`config.mk`:
```
export PLATFORM = sky130hd
export DESIGN_NAME = flash_block_code_protection
export DESIGN_NICKNAME = d
export VERILOG_FILES = /design/src/core/flash_prot_pkg.sv /design/src/core/flash_block_code_protection.sv /design/src/core/region_decode.sv
export VERILOG_INCLUDE_DIRS = /design/src /design/src/core
export SDC_FILE = /design/constraint.sdc
export NUM_CORES = 1
export LEC_CHECK = 0
export BUFFER_PORTS_ARGS = -buffer_cell sky130_fd_sc_hd__buf_2
export CORE_ASPECT_RATIO = 1.4
export CORE_MARGIN = 5
export CORE_UTILIZATION = 33
export CTS_CLUSTER_SIZE = 25
export DETAILED_ROUTE_END_ITERATION = 12
export SLEW_MARGIN = 15
export SYNTH_ARGS = -nofsm -noshare
export SYNTH_HDL_FRONTEND = slang
export SYNTH_SLANG_ARGS = --single-unit
export TNS_END_PERCENT = 30
```
`constraint.sdc`:
```
create_clock -name sys_clk_in -period 2 [get_ports sys_clk_in]
set_clock_uncertainty 0.1 [all_clocks]
set_input_delay 0.4 -clock sys_clk_in [delete_from_list [all_inputs] [get_ports sys_clk_in]]
set_output_delay 0.4 -clock sys_clk_in [all_outputs]
set_load 0.1 [all_outputs]
```
`src/core/flash_prot_defines.svh`:
```
// address map, field positions and constants of the flash protection block
`ifndef FLASH_PROT_DEFINES_SVH
`define FLASH_PROT_DEFINES_SVH

// program memory regions, inclusive upper bounds
`define BOOT_END 22'h0007ff
`define REGION0_END 22'h001fff
`define REGION1_END 22'h003fff
`define REGION2_END 22'h005fff
`define REGION3_END 22'h007fff

// region codes
`define RGN_BOOT 3'd0
`define RGN_0 3'd1
`define RGN_1 3'd2
`define RGN_2 3'd3
`define RGN_3 3'd4
`define RGN_NONE 3'd7

// user id locations
`define ID_FIRST 22'h200000
`define ID_LAST 22'h200007

// device identification word, two bytes
`define DEVID_LO_ADDR 22'h3ffffe
`define DEVID_HI_ADDR 22'h3fffff

// configuration bytes held here
`define DEBUG_CFG_ADDR 22'h300006
`define REGION_READ_LOCK_LOW_ADDR 22'h300008
`define BOOT_EEPROM_READ_LOCK_ADDR 22'h300009
`define REGION_WRITE_LOCK_LOW_ADDR 22'h30000a
`define BOOT_EEPROM_CFG_WRITE_LOCK_ADDR 22'h30000b
`define REGION_READ_GRANT_LOW_ADDR 22'h30000c
`define BOOT_READ_GRANT_ADDR 22'h30000d
`define CFG_FIRST `DEBUG_CFG_ADDR
`define CFG_LAST `BOOT_READ_GRANT_ADDR

// bank indices (address minus first config address)
`define IDX_DEBUG 3'd0
`define IDX_RLOCK 3'd2
`define IDX_BE_RLOCK 3'd3
`define IDX_WLOCK 3'd4
`define IDX_BEC_WLOCK 3'd5
`define IDX_GRANT 3'd6
`define IDX_BGRANT 3'd7

// field positions
`define DEBUG_EN_BIT 7
`define EEPROM_READ_LOCK_BIT 7
`define BOOT_READ_LOCK_BIT 6
`define EEPROM_WRITE_LOCK_BIT 7
`define BOOT_WRITE_LOCK_BIT 6
`define CONFIG_WRITE_LOCK_BIT 5
`define BOOT_GRANT_BIT 6

// implemented bits per bank byte
`define MASK_DEBUG 8'h80
`define MASK_LOW_FULL 8'h0f
`define MASK_LOW_SMALL 8'h07
`define MASK_BE_RLOCK 8'hc0
`define MASK_BEC_WLOCK 8'he0
`define MASK_BGRANT 8'h40
`define CFG_ERASED 8'hff

// debugger reservations
`define DBG_STACK_LEVELS 2
`define DBG_PROG_BYTES 22'd512
`define DBG_DATA_BYTES 10

`endif

```
`src/core/flash_prot_pkg.sv`:
```
// types shared by the flash protection block
package flash_prot_pkg;

    typedef logic [2:0] region_t;
    typedef logic [7:0][7:0] cfg_bank_t;

    typedef struct packed {
        logic valid;
        logic write;
        logic eeprom;
        logic [21:0] addr;
        logic [7:0] wdata;
    } acc_req_t;

    typedef struct packed {
        logic valid;
        logic chip;
        region_t region;
    } erase_cmd_t;

    typedef struct packed {
        logic valid;
        logic from_prog;
        logic blocked;
        logic [7:0] data;
    } rsp_t;

    typedef struct packed {
        region_t region;
        logic is_user;
        logic is_id;
        logic is_cfg;
        logic is_devid;
    } addr_class_t;

    typedef struct packed {
        logic valid;
        logic from_prog;
        logic blocked;
        logic rd_mem;
        logic [7:0] data;
    } stage_t;

    typedef struct packed {
        logic [4:0] read_lock;
        logic [4:0] write_lock;
        logic [4:0] table_read_grant;
        logic eeprom_read_lock;
        logic eeprom_write_lock;
        logic config_write_lock;
    } prot_status_t;

endpackage

```
`src/core/flash_block_code_protection.sv`:
```
// access control for program flash, data eeprom, config bytes and id locations
`include "flash_prot_defines.svh"

module flash_block_code_protection #(
    parameter bit SMALL_MEM = 1'b0,
    parameter logic [15:0] DEV_ID = 16'h5a3c  // arbitrary value
) (
    // clock and reset
    input wire logic sys_clk_in,
    input wire logic rstn_in,
    // cpu table port
    input wire flash_prot_pkg::acc_req_t cpu_req_in,
    input wire logic [21:0] cpu_pc_in,
    output logic cpu_ready_out,
    // serial programmer port
    input wire flash_prot_pkg::acc_req_t prog_req_in,
    input wire flash_prot_pkg::erase_cmd_t prog_erase_in,
    output logic prog_ready_out,
    // memory array side
    output flash_prot_pkg::acc_req_t mem_req_out,
    input wire logic [7:0] mem_rdata_in,
    output flash_prot_pkg::erase_cmd_t mem_erase_out,
    // access answer
    output flash_prot_pkg::rsp_t rsp_out,
    // protection and debugger state
    output flash_prot_pkg::prot_status_t status_out,
    output logic debug_active_out,
    output logic debug_pins_reserved_out
);
    import flash_prot_pkg::*;

    // implemented bits of a bank byte
    function automatic logic [7:0] cfg_mask(input logic [2:0] idx);
        logic [7:0] m;
        m = 8'h00;
        case (idx)
            `IDX_DEBUG: m = `MASK_DEBUG;
            `IDX_RLOCK, `IDX_WLOCK, `IDX_GRANT: begin
                m = SMALL_MEM ? `MASK_LOW_SMALL : `MASK_LOW_FULL;
            end
            `IDX_BE_RLOCK: m = `MASK_BE_RLOCK;
            `IDX_BEC_WLOCK: m = `MASK_BEC_WLOCK;
            `IDX_BGRANT: m = `MASK_BGRANT;
            default: m = 8'h00;
        endcase
        return m;
    endfunction

    // {read lock, write lock, grant} of a region; locks active low, grant active high
    function automatic logic [2:0] trio_of(input cfg_bank_t c, input region_t r);
        logic [1:0] lo;
        lo = 2'(r - `RGN_0);
        if (r == `RGN_BOOT) begin
            return {c[`IDX_BE_RLOCK][`BOOT_READ_LOCK_BIT],
                    c[`IDX_BEC_WLOCK][`BOOT_WRITE_LOCK_BIT],
                    c[`IDX_BGRANT][`BOOT_GRANT_BIT]};
        end
        return {c[`IDX_RLOCK][lo], c[`IDX_WLOCK][lo], c[`IDX_GRANT][lo]};
    endfunction

    // bank index of a config address
    function automatic logic [2:0] cfg_idx(input logic [21:0] a);
        return 3'(a - `CFG_FIRST);
    endfunction

    // state
    cfg_bank_t cfg_r;
    cfg_bank_t cfg_nxt;
    stage_t s1_r;
    stage_t s1_nxt;
    acc_req_t mem_req_r;
    acc_req_t mem_req_nxt;
    erase_cmd_t erase_r;
    erase_cmd_t erase_nxt;
    rsp_t rsp_r;
    rsp_t rsp_nxt;

    // shared decode
    acc_req_t req;
    logic from_prog;
    logic take;
    addr_class_t tgt;
    addr_class_t pc_cls;
    logic [2:0] trio;
    logic [2:0] cidx;
    logic debug_active;
    logic dbg_reserved;
    logic cfg_lock_clear;
    logic cfg_wr_en;
    logic [21:0] mem_top;

    region_decode #(
        .SMALL_MEM(SMALL_MEM)
    ) u_tgt_decode (
        .addr_in(req.addr),
        .class_out(tgt)
    );

    region_decode #(
        .SMALL_MEM(SMALL_MEM)
    ) u_pc_decode (
        .addr_in(cpu_pc_in),
        .class_out(pc_cls)
    );

    // the programmer wins; the cpu waits while a programmer request is valid, nothing is queued
    assign from_prog = prog_req_in.valid;
    assign req = from_prog ? prog_req_in : cpu_req_in;
    assign take = prog_req_in.valid | cpu_req_in.valid;
    assign prog_ready_out = 1'b1;
    assign cpu_ready_out = ~prog_req_in.valid;

    assign trio = trio_of(cfg_r, tgt.region);
    assign cidx = cfg_idx(req.addr);

    // debugger active while its config bit is programmed low
    assign debug_active = ~cfg_r[`IDX_DEBUG][`DEBUG_EN_BIT];
    assign mem_top = SMALL_MEM ? `REGION2_END : `REGION3_END;
    // top of program memory belongs to the debug executive
    assign dbg_reserved = debug_active && (req.addr > (mem_top - `DBG_PROG_BYTES));

    // config lock active low; while set, firmware cannot write config bytes
    assign cfg_lock_clear = cfg_r[`IDX_BEC_WLOCK][`CONFIG_WRITE_LOCK_BIT];
    assign cfg_wr_en = take && !req.eeprom && req.write && tgt.is_cfg
                       && (from_prog || cfg_lock_clear);

    // config bank next value
    always_comb begin
        logic [7:0] old;
        logic [7:0] upd;
        logic [1:0] lo;
        old = cfg_r[cidx];
        upd = old;
        lo = 2'(prog_erase_in.region - `RGN_0);
        cfg_nxt = cfg_r;
        if (cfg_wr_en) begin
            // a written one leaves a zero bit untouched
            upd = old & (req.wdata | ~cfg_mask(cidx));
            if (!from_prog && cidx == `IDX_BEC_WLOCK) begin
                upd[`CONFIG_WRITE_LOCK_BIT] = old[`CONFIG_WRITE_LOCK_BIT];
            end
            cfg_nxt[cidx] = upd;
        end
        // erases come only over the programmer port and win over a write
        if (prog_erase_in.valid) begin
            if (prog_erase_in.chip) begin
                for (int i = 0; i < 8; i++) begin
                    cfg_nxt[i] = cfg_r[i] | cfg_mask(3'(i));
                end
            end else if (prog_erase_in.region == `RGN_BOOT) begin
                cfg_nxt[`IDX_BE_RLOCK][`BOOT_READ_LOCK_BIT] = 1'b1;
                cfg_nxt[`IDX_BEC_WLOCK][`BOOT_WRITE_LOCK_BIT] = 1'b1;
                cfg_nxt[`IDX_BGRANT][`BOOT_GRANT_BIT] = 1'b1;
            end else if (prog_erase_in.region <= `RGN_3) begin
                if (!(SMALL_MEM && prog_erase_in.region == `RGN_3)) begin
                    cfg_nxt[`IDX_RLOCK][lo] = 1'b1;
                    cfg_nxt[`IDX_WLOCK][lo] = 1'b1;
                    cfg_nxt[`IDX_GRANT][lo] = 1'b1;
                end
            end
        end
    end

    // bank is erased at power-up; protection is what the programmer, or firmware while the config lock is clear, writes
    always_ff @(posedge sys_clk_in or negedge rstn_in) begin
        if (!rstn_in) begin
            cfg_r <= {8{`CFG_ERASED}};
        end else begin
            cfg_r <= cfg_nxt;
        end
    end

    // access decision, memory request and answer pipeline
    always_comb begin
        logic blocked;
        logic use_mem;
        logic [7:0] data;
        blocked = 1'b0;
        use_mem = 1'b0;
        data = 8'h00;
        s1_nxt = '0;
        mem_req_nxt = '0;
        erase_nxt = '0;
        rsp_nxt = '0;
        if (take) begin
            if (req.eeprom) begin
                if (from_prog && !cfg_r[`IDX_BE_RLOCK][`EEPROM_READ_LOCK_BIT]) begin
                    blocked = 1'b1;
                end else if (req.write && !cfg_r[`IDX_BEC_WLOCK][`EEPROM_WRITE_LOCK_BIT]) begin
                    blocked = 1'b1;
                end else begin
                    use_mem = 1'b1;
                end
            end else if (tgt.is_id) begin
                use_mem = 1'b1;
            end else if (tgt.is_devid) begin
                blocked = req.write;
                data = (req.addr == `DEVID_HI_ADDR) ? DEV_ID[15:8] : DEV_ID[7:0];
            end else if (tgt.is_cfg) begin
                blocked = req.write && !cfg_wr_en;
                data = cfg_r[cidx] & cfg_mask(cidx);
            end else if (tgt.is_user) begin
                if (from_prog && !trio[2]) begin
                    blocked = 1'b1;
                end else if (!from_prog && req.write && (!trio[1] || dbg_reserved)) begin
                    blocked = 1'b1;
                end else if (!from_prog && !req.write && !trio[0]
                             && pc_cls.region != tgt.region) begin
                    blocked = 1'b1;
                end else begin
                    use_mem = 1'b1;
                end
            end else begin
                // unimplemented space reads zero, writes are dropped
                blocked = req.write;
            end
            s1_nxt.valid = 1'b1;
            s1_nxt.from_prog = from_prog;
            s1_nxt.blocked = blocked;
            s1_nxt.rd_mem = use_mem && !req.write;
            s1_nxt.data = blocked ? 8'h00 : data;
            // refused requests never reach the array
            mem_req_nxt.valid = use_mem;
            mem_req_nxt.write = req.write;
            mem_req_nxt.eeprom = req.eeprom;
            mem_req_nxt.addr = req.addr;
            mem_req_nxt.wdata = req.wdata;
        end
        if (prog_erase_in.valid) begin
            erase_nxt = prog_erase_in;
        end
        // array read data is taken while the registered request stands
        rsp_nxt.valid = s1_r.valid;
        rsp_nxt.from_prog = s1_r.from_prog;
        rsp_nxt.blocked = s1_r.blocked;
        rsp_nxt.data = s1_r.rd_mem ? mem_rdata_in : s1_r.data;
    end

    always_ff @(posedge sys_clk_in or negedge rstn_in) begin
        if (!rstn_in) begin
            s1_r <= '0;
            mem_req_r <= '0;
            erase_r <= '0;
            rsp_r <= '0;
        end else begin
            s1_r <= s1_nxt;
            mem_req_r <= mem_req_nxt;
            erase_r <= erase_nxt;
            rsp_r <= rsp_nxt;
        end
    end

    assign mem_req_out = mem_req_r;
    assign mem_erase_out = erase_r;
    assign rsp_out = rsp_r;

    // status straight from the bank; bit 0 is the boot region
    assign status_out.read_lock = {cfg_r[`IDX_RLOCK][3:0],
                                   cfg_r[`IDX_BE_RLOCK][`BOOT_READ_LOCK_BIT]};
    assign status_out.write_lock = {cfg_r[`IDX_WLOCK][3:0],
                                    cfg_r[`IDX_BEC_WLOCK][`BOOT_WRITE_LOCK_BIT]};
    assign status_out.table_read_grant = {cfg_r[`IDX_GRANT][3:0],
                                          cfg_r[`IDX_BGRANT][`BOOT_GRANT_BIT]};
    assign status_out.eeprom_read_lock = cfg_r[`IDX_BE_RLOCK][`EEPROM_READ_LOCK_BIT];
    assign status_out.eeprom_write_lock = cfg_r[`IDX_BEC_WLOCK][`EEPROM_WRITE_LOCK_BIT];
    assign status_out.config_write_lock = cfg_lock_clear;
    assign debug_active_out = debug_active;
    // debug clock and data pins are taken from the port logic
    assign debug_pins_reserved_out = debug_active;

endmodule

```
`src/core/region_decode.sv`:
```
// classifies a table address into protection region and space
`include "flash_prot_defines.svh"

module region_decode #(
    parameter bit SMALL_MEM = 1'b0
) (
    // address to classify
    input wire logic [21:0] addr_in,
    // classification
    output flash_prot_pkg::addr_class_t class_out
);
    import flash_prot_pkg::*;

    always_comb begin
        class_out = '0;
        class_out.region = `RGN_NONE;
        if (addr_in <= `BOOT_END) begin
            class_out.region = `RGN_BOOT;
        end else if (addr_in <= `REGION0_END) begin
            class_out.region = `RGN_0;
        end else if (addr_in <= `REGION1_END) begin
            class_out.region = `RGN_1;
        end else if (addr_in <= `REGION2_END) begin
            class_out.region = `RGN_2;
        end else if (addr_in <= `REGION3_END && !SMALL_MEM) begin
            class_out.region = `RGN_3;
        end
        class_out.is_user = (class_out.region != `RGN_NONE);
        class_out.is_id = (addr_in >= `ID_FIRST) && (addr_in <= `ID_LAST);
        class_out.is_cfg = (addr_in >= `CFG_FIRST) && (addr_in <= `CFG_LAST);
        class_out.is_devid = (addr_in == `DEVID_LO_ADDR) || (addr_in == `DEVID_HI_ADDR);
    end

endmodule

```
== Word-level counts from Yosys, hierarchy flattened ==
Index checks and enable logic that the tools add are counted.

* Flip-flop bits (word level): 125
* Word-level logic and storage cells: 217

* $add $sub $neg: 3
* Magnitude comparators: 21
* Equality and inequality tests: 10
* Muxes and demuxes: 104
* Bitwise gates (word level): 18
* Reductions and logical operators: 36

{| class="wikitable"
|+ Operators by type and width
! operator !! count
|-
| 8-bit 2-to-1 mux || 35
|-
| 64-bit 2-to-1 mux || 2
|-
| 22-bit by 15-bit less-or-equal comparator with 1-bit output, second input constant || 4
|-
| 8-bit bitwise OR || 9
|-
| 64-bit bitwise mux || 1
|-
| 22-bit == test, second input constant || 2
|-
| 22-bit >= comparator, second input constant || 2
|-
| 22-bit by 11-bit less-or-equal comparator with 1-bit output, second input constant || 2
|-
| 22-bit by 13-bit less-or-equal comparator with 1-bit output, second input constant || 2
|-
| 22-bit by 14-bit less-or-equal comparator with 1-bit output, second input constant || 2
|-
| 22-bit less-or-equal comparator, second input constant || 2
|-
| 8-bit one-hot mux with 5 select lines || 1
|-
| 1-bit 2-to-1 mux || 38
|-
| 33-bit 2-to-1 mux || 1
|-
| 32-bit 2-to-1 mux || 1
|-
| 3-bit 2-to-1 mux || 10
|-
| 8-bit binary-select mux with 3-bit select || 1
|-
| 8-bit demux with 3-bit select || 1
|-
| 8-bit by 4-bit bitwise OR with 8-bit output || 3
|-
| 22-bit by 15-bit greater-than comparator with 1-bit output, second input constant || 1
|-
| 1-bit logical AND || 20
|-
| 6-bit 2-to-1 mux || 3
|-
| 8-bit bitwise AND || 2
|-
| 16-bit 2-to-1 mux || 1
|-
| other kinds (24) || 46
|}

== Depth between registers and ports, before layout ==
* Depth in word-level cells: 25
* Depth in mapped cells: 15
* Gate-level depth less buffers: 13

== By module ==
From an unflattened synthesis, not the netlist that was laid out.

* Cells, all modules: 580
* Area total of the unflattened synthesis: 6,278.5 µm²

{| class="wikitable"
|+ By module, submodules not included
! module !! instances !! cells an instance !! area an instance (µm²) !! sequential area each (µm²)
|-
| flash_block_code_protection || 1 || 533 || 5,939.4 || 2,997.9
|-
| region_decode at u_tgt_decode || 1 || 23 || 172.7 || 0.0
|-
| region_decode at u_pc_decode || 1 || 24 || 166.4 || 0.0
|}

== Worst setup path before layout ==
No wires, ideal clock.

* Kind: in2reg
* Start: input port prog_req_in[32] (netlist bit)
* End: register s1_r[8] (netlist bit)
* Library setup time: 0.087 ns
* Arrival: 3.676 ns
* Data required time: 1.813 ns
* Path slack: -1.862 ns
* Stages on the path: 14
* Cell sequence: buf_6 -> or4_4 -> a222oi_1 -> buf_4 -> or2b_1 -> ha_1 -> clkbuf_1 -> mux2_2 -> a31oi_1 -> o211ai_1 -> a21oi_1 -> a21o_1 -> or4_4 -> a211oi_2

{| class="wikitable"
|+ RTL lines
! what !! line !! text
|-
| start, declared || flash_block_code_protection.sv:16 || <nowiki>input wire flash_prot_pkg::acc_req_t prog_req_in,</nowiki>
|-
| end signal, assigned || flash_block_code_protection.sv:246 || <nowiki>s1_r <= s1_nxt;</nowiki>
|-
| end, declared || flash_block_code_protection.sv:69 || <nowiki>stage_t s1_r;</nowiki>
|}

==> metrics.txt <==
asr flop ratio synth 1.00; Synth top area share 0.242; Bufs on Longest Clock Path 2; Syn Nets 711; final hold viol count 0; CTS Root Buffer Type clkbuf_16; predominant post-synthesis flop cell dfrtp_1; nets 1026; maximum number of pins on one net before global-route repair 40; Gate Count Post-Synth 601; Final Wtd Congestion 0.913; DR iter-0 viols 308; Fill cells 1699; post-synthesis sequential area ratio 0.474; count leader, synth dfrtp_1; CTS Buf Count 17; worst r2r src status_out[0]$_DFF_PN1_; critical path data required time 2.22 ns; via-per-instance ratio 5.10; fmax 295 MHz; Slew @ Worst Pin 0.570 ns; top post-synthesis cells by count dfrtp_1, nand2_1, dfstp_2; initial core utilization 0.331; CTS H-tree lvls 4; Slew HR 0.616; CP peak stage delay 0.56 ns; HP Class in2reg; core area 19100 um^2; Cell variety after synth 60; final instance area 9830 um^2; crit path max-delay cell type or4_4; arrival time worst endpoint 3.61 ns; CP max FO 6; total negative slack -29.69 ns; EDFF count, synth 0; register area 3000 um^2; detailed-route DRC error count 0; failing checks setup timing; fin crit period 3.39 ns; PortBufs 161; worst-skew pair later-pin latency 0.41 ns; CP Class in2reg; GRT Overall Usage 0.199; io pins 174; P_leak 4.66 nW; Area contributors post-synth dfrtp_1, dfstp_2, mux2_2, mux2i_1, o21ai_0; placed cell areas 8520 um^2; maxcap violations 0; run status complete, but fails checks; ratio of cells with drive above 1 in the final layout 0.594; global route overflow 0; crit path launch type input port; area leader, netlist dfrtp_1; RSZ-0062 raised after global routing yes; cells along the critical path buf_6 -> or4b_4 -> a222oi_1 -> buf_4 -> or2b_1 -> ha_4 -> mux2_4 -> a31oi_1 -> o211ai_1 -> a21oi_1 -> a21o_1 -> or4_4 -> a211oi_2; Mean Syn Cell Area 10.5 um^2; critical path buffer and inverter count 2; initial antenna violation count 2; Slew Viols, Final 0; fin crit share 1.69; post-DP HPWL 16900 um; area of the mapped netlist 6320 um^2; wire per inst 18.7 um; setup violators final 67; vias in the first global route 6336; final wirelength 22000 um; # rows 60; multi-input logic area 3340 um^2; hold wc startpoint cpu_req_in[6]; Yosys reg bits 117; Total Die Area 22100 um^2; Max IR drop VDD 0.678 mV; Reg clk slew, reported paths 0.06 ns; CTS tree built; Pwr Density 741 nW/um^2; routed vias 6015; Area Overhead vs Synth 55.6%; DRT Pass-1 Iters 7; die width 127 um; CP Capture Type flop; Synthesis Warnings 0; origin of the worst setup path prog_req_in[27]; die height 174 um; Final WS setup -1.39 ns; first-pass GRT wire length 34100 um; Antenna Nets Post-Route 0; CP delay by family, top simple AND/OR/NAND/NOR gates; clk sinks 117
==> path summary, 6_finish.rpt <==
check	end	slack, ns	cells after the start
setup / recovery	s1_r[8]$_DFF_PN0_	-1.39	13
hold / removal	mem_req_out[6]$_DFF_PN0_	0.12	2
setup reg to reg	cfg_r[38]$_DFFE_PN1N_	-0.12	8
hold reg to reg	rsp_out[9]$_DFF_PN0_	0.25	0
max in group asynchronous	cfg_r[2]$_DFFE_PN1N_	0.80	3
min in group asynchronous	mem_erase_out[2]$_DFF_PN0_	0.32	2
==> worst register-to-register path: cells and delay by family, from the launching register on <==
kind	cells	cell delay, ns
buf+inv	3	0.52
mux	1	0.31
simple gates	3	0.50
flops	1	0.55
compound gates	1	0.07
==> stage by stage <==
stage / setup WS [ns] / instances / util / hold slack, ns / power (mW)
finish: -1.39 / 1179 / 0.516 / 0.117 / 7.29
global route: -1.47 / 1179 / 0.516 / 0.122 / 7.54
CTS: -1.38 / 1172 / 0.508 / 0.101 / 7.30
detailed placement: -2.03 / 1121 / 0.447 / 0.210 / 4.10
global placement: -2.02 / 1121 / 0.447 / 0.207 / 4.09
floorplan: -1.65 / 601 / - / 0.00441 / 3.44
==> report_power, final <==
group          internal, mW  switching, mW
clock network          1.94           1.13
logic                 0.609           1.14
registers              2.45         0.0223
==> repair_timing <==
item,4_1_cts,5_1_grt
buffers inserted,16,5
endpoints found under the hold margin,5,0
gates cloned,3,0
endpoints found under the setup margin,84,69
gates resized for setup,100,34
pin swaps,22,17
hold buffers,1,0
==> cell families after synthesis <==
| group | after synthesis | synth area share |
|---|---|---|
| other | 1 | 0.000593 |
| muxes | 92 | 0.171 |
| buffers and inverters | 60 | 0.0519 |
| AOI/OAI and AO/OA | 135 | 0.136 |
| xor gates and xnor gates | 3 | 0.00416 |
| DFF | 117 | 0.474 |
| adders and majority gates | 7 | 0.0139 |
| and+or+nand+nor | 186 | 0.148 |
==> registers in the layout, indices dropped and copies added, names as in the netlist, named ones only <==
signal	count
cfg_r	27
mem_erase_out	5
mem_req_out	33
rsp_nxt	3
rsp_out	11
s1_r	9
status_out	18
==> layout make-up <==
type | instances | share of cell area
multi-input combinational | 424 | 0.340
sequential | 117 | 0.305
timing repair buffer | 345 | 0.258
clock buffer | 21 | 0.0480
tap | 248 | 0.0316
clock inverter | 11 | 0.0125
inverter | 11 | 0.00458
antenna | 2 | 0.000509
==> metal layers <==
metal,up-vias,share of wire,wire length [um],GRT usage
met2,219,0.53,11700,0.359
met5,-,0,0,0
met4,0,0.053,1170,0.110
li1,2813,-,-,-
met3,70,0.045,991,0.0321
met1,2913,0.37,8120,0.219
==> cell usage in the layout, fill, tap and decap left out, types with 4 or more instances in the layout <==
master     instances
or3_1              4
o211ai_1           7
o21ai_1           17
nand3_1            9
a31oi_1            7
a21oi_2            7
nor2b_1            4
mux4_2             7
buf_4            167
nand4b_1           4
dfrtp_1           61
nand4_1            9
a21oi_1           24
mux2_2            44
ha_1               4
o21ai_0           28
nor3b_1            4
buf_12            10
a22o_1            13
inv_1              8
buf_2            138
nor2_1            41
dfstp_2           56
nor2_2             7
buf_6             22
nor3_1             7
and2_1             4
mux2i_1           33
nand2_1           51
clkbuf_16         18
Note: power is estimated with default switching activity, not from simulation.
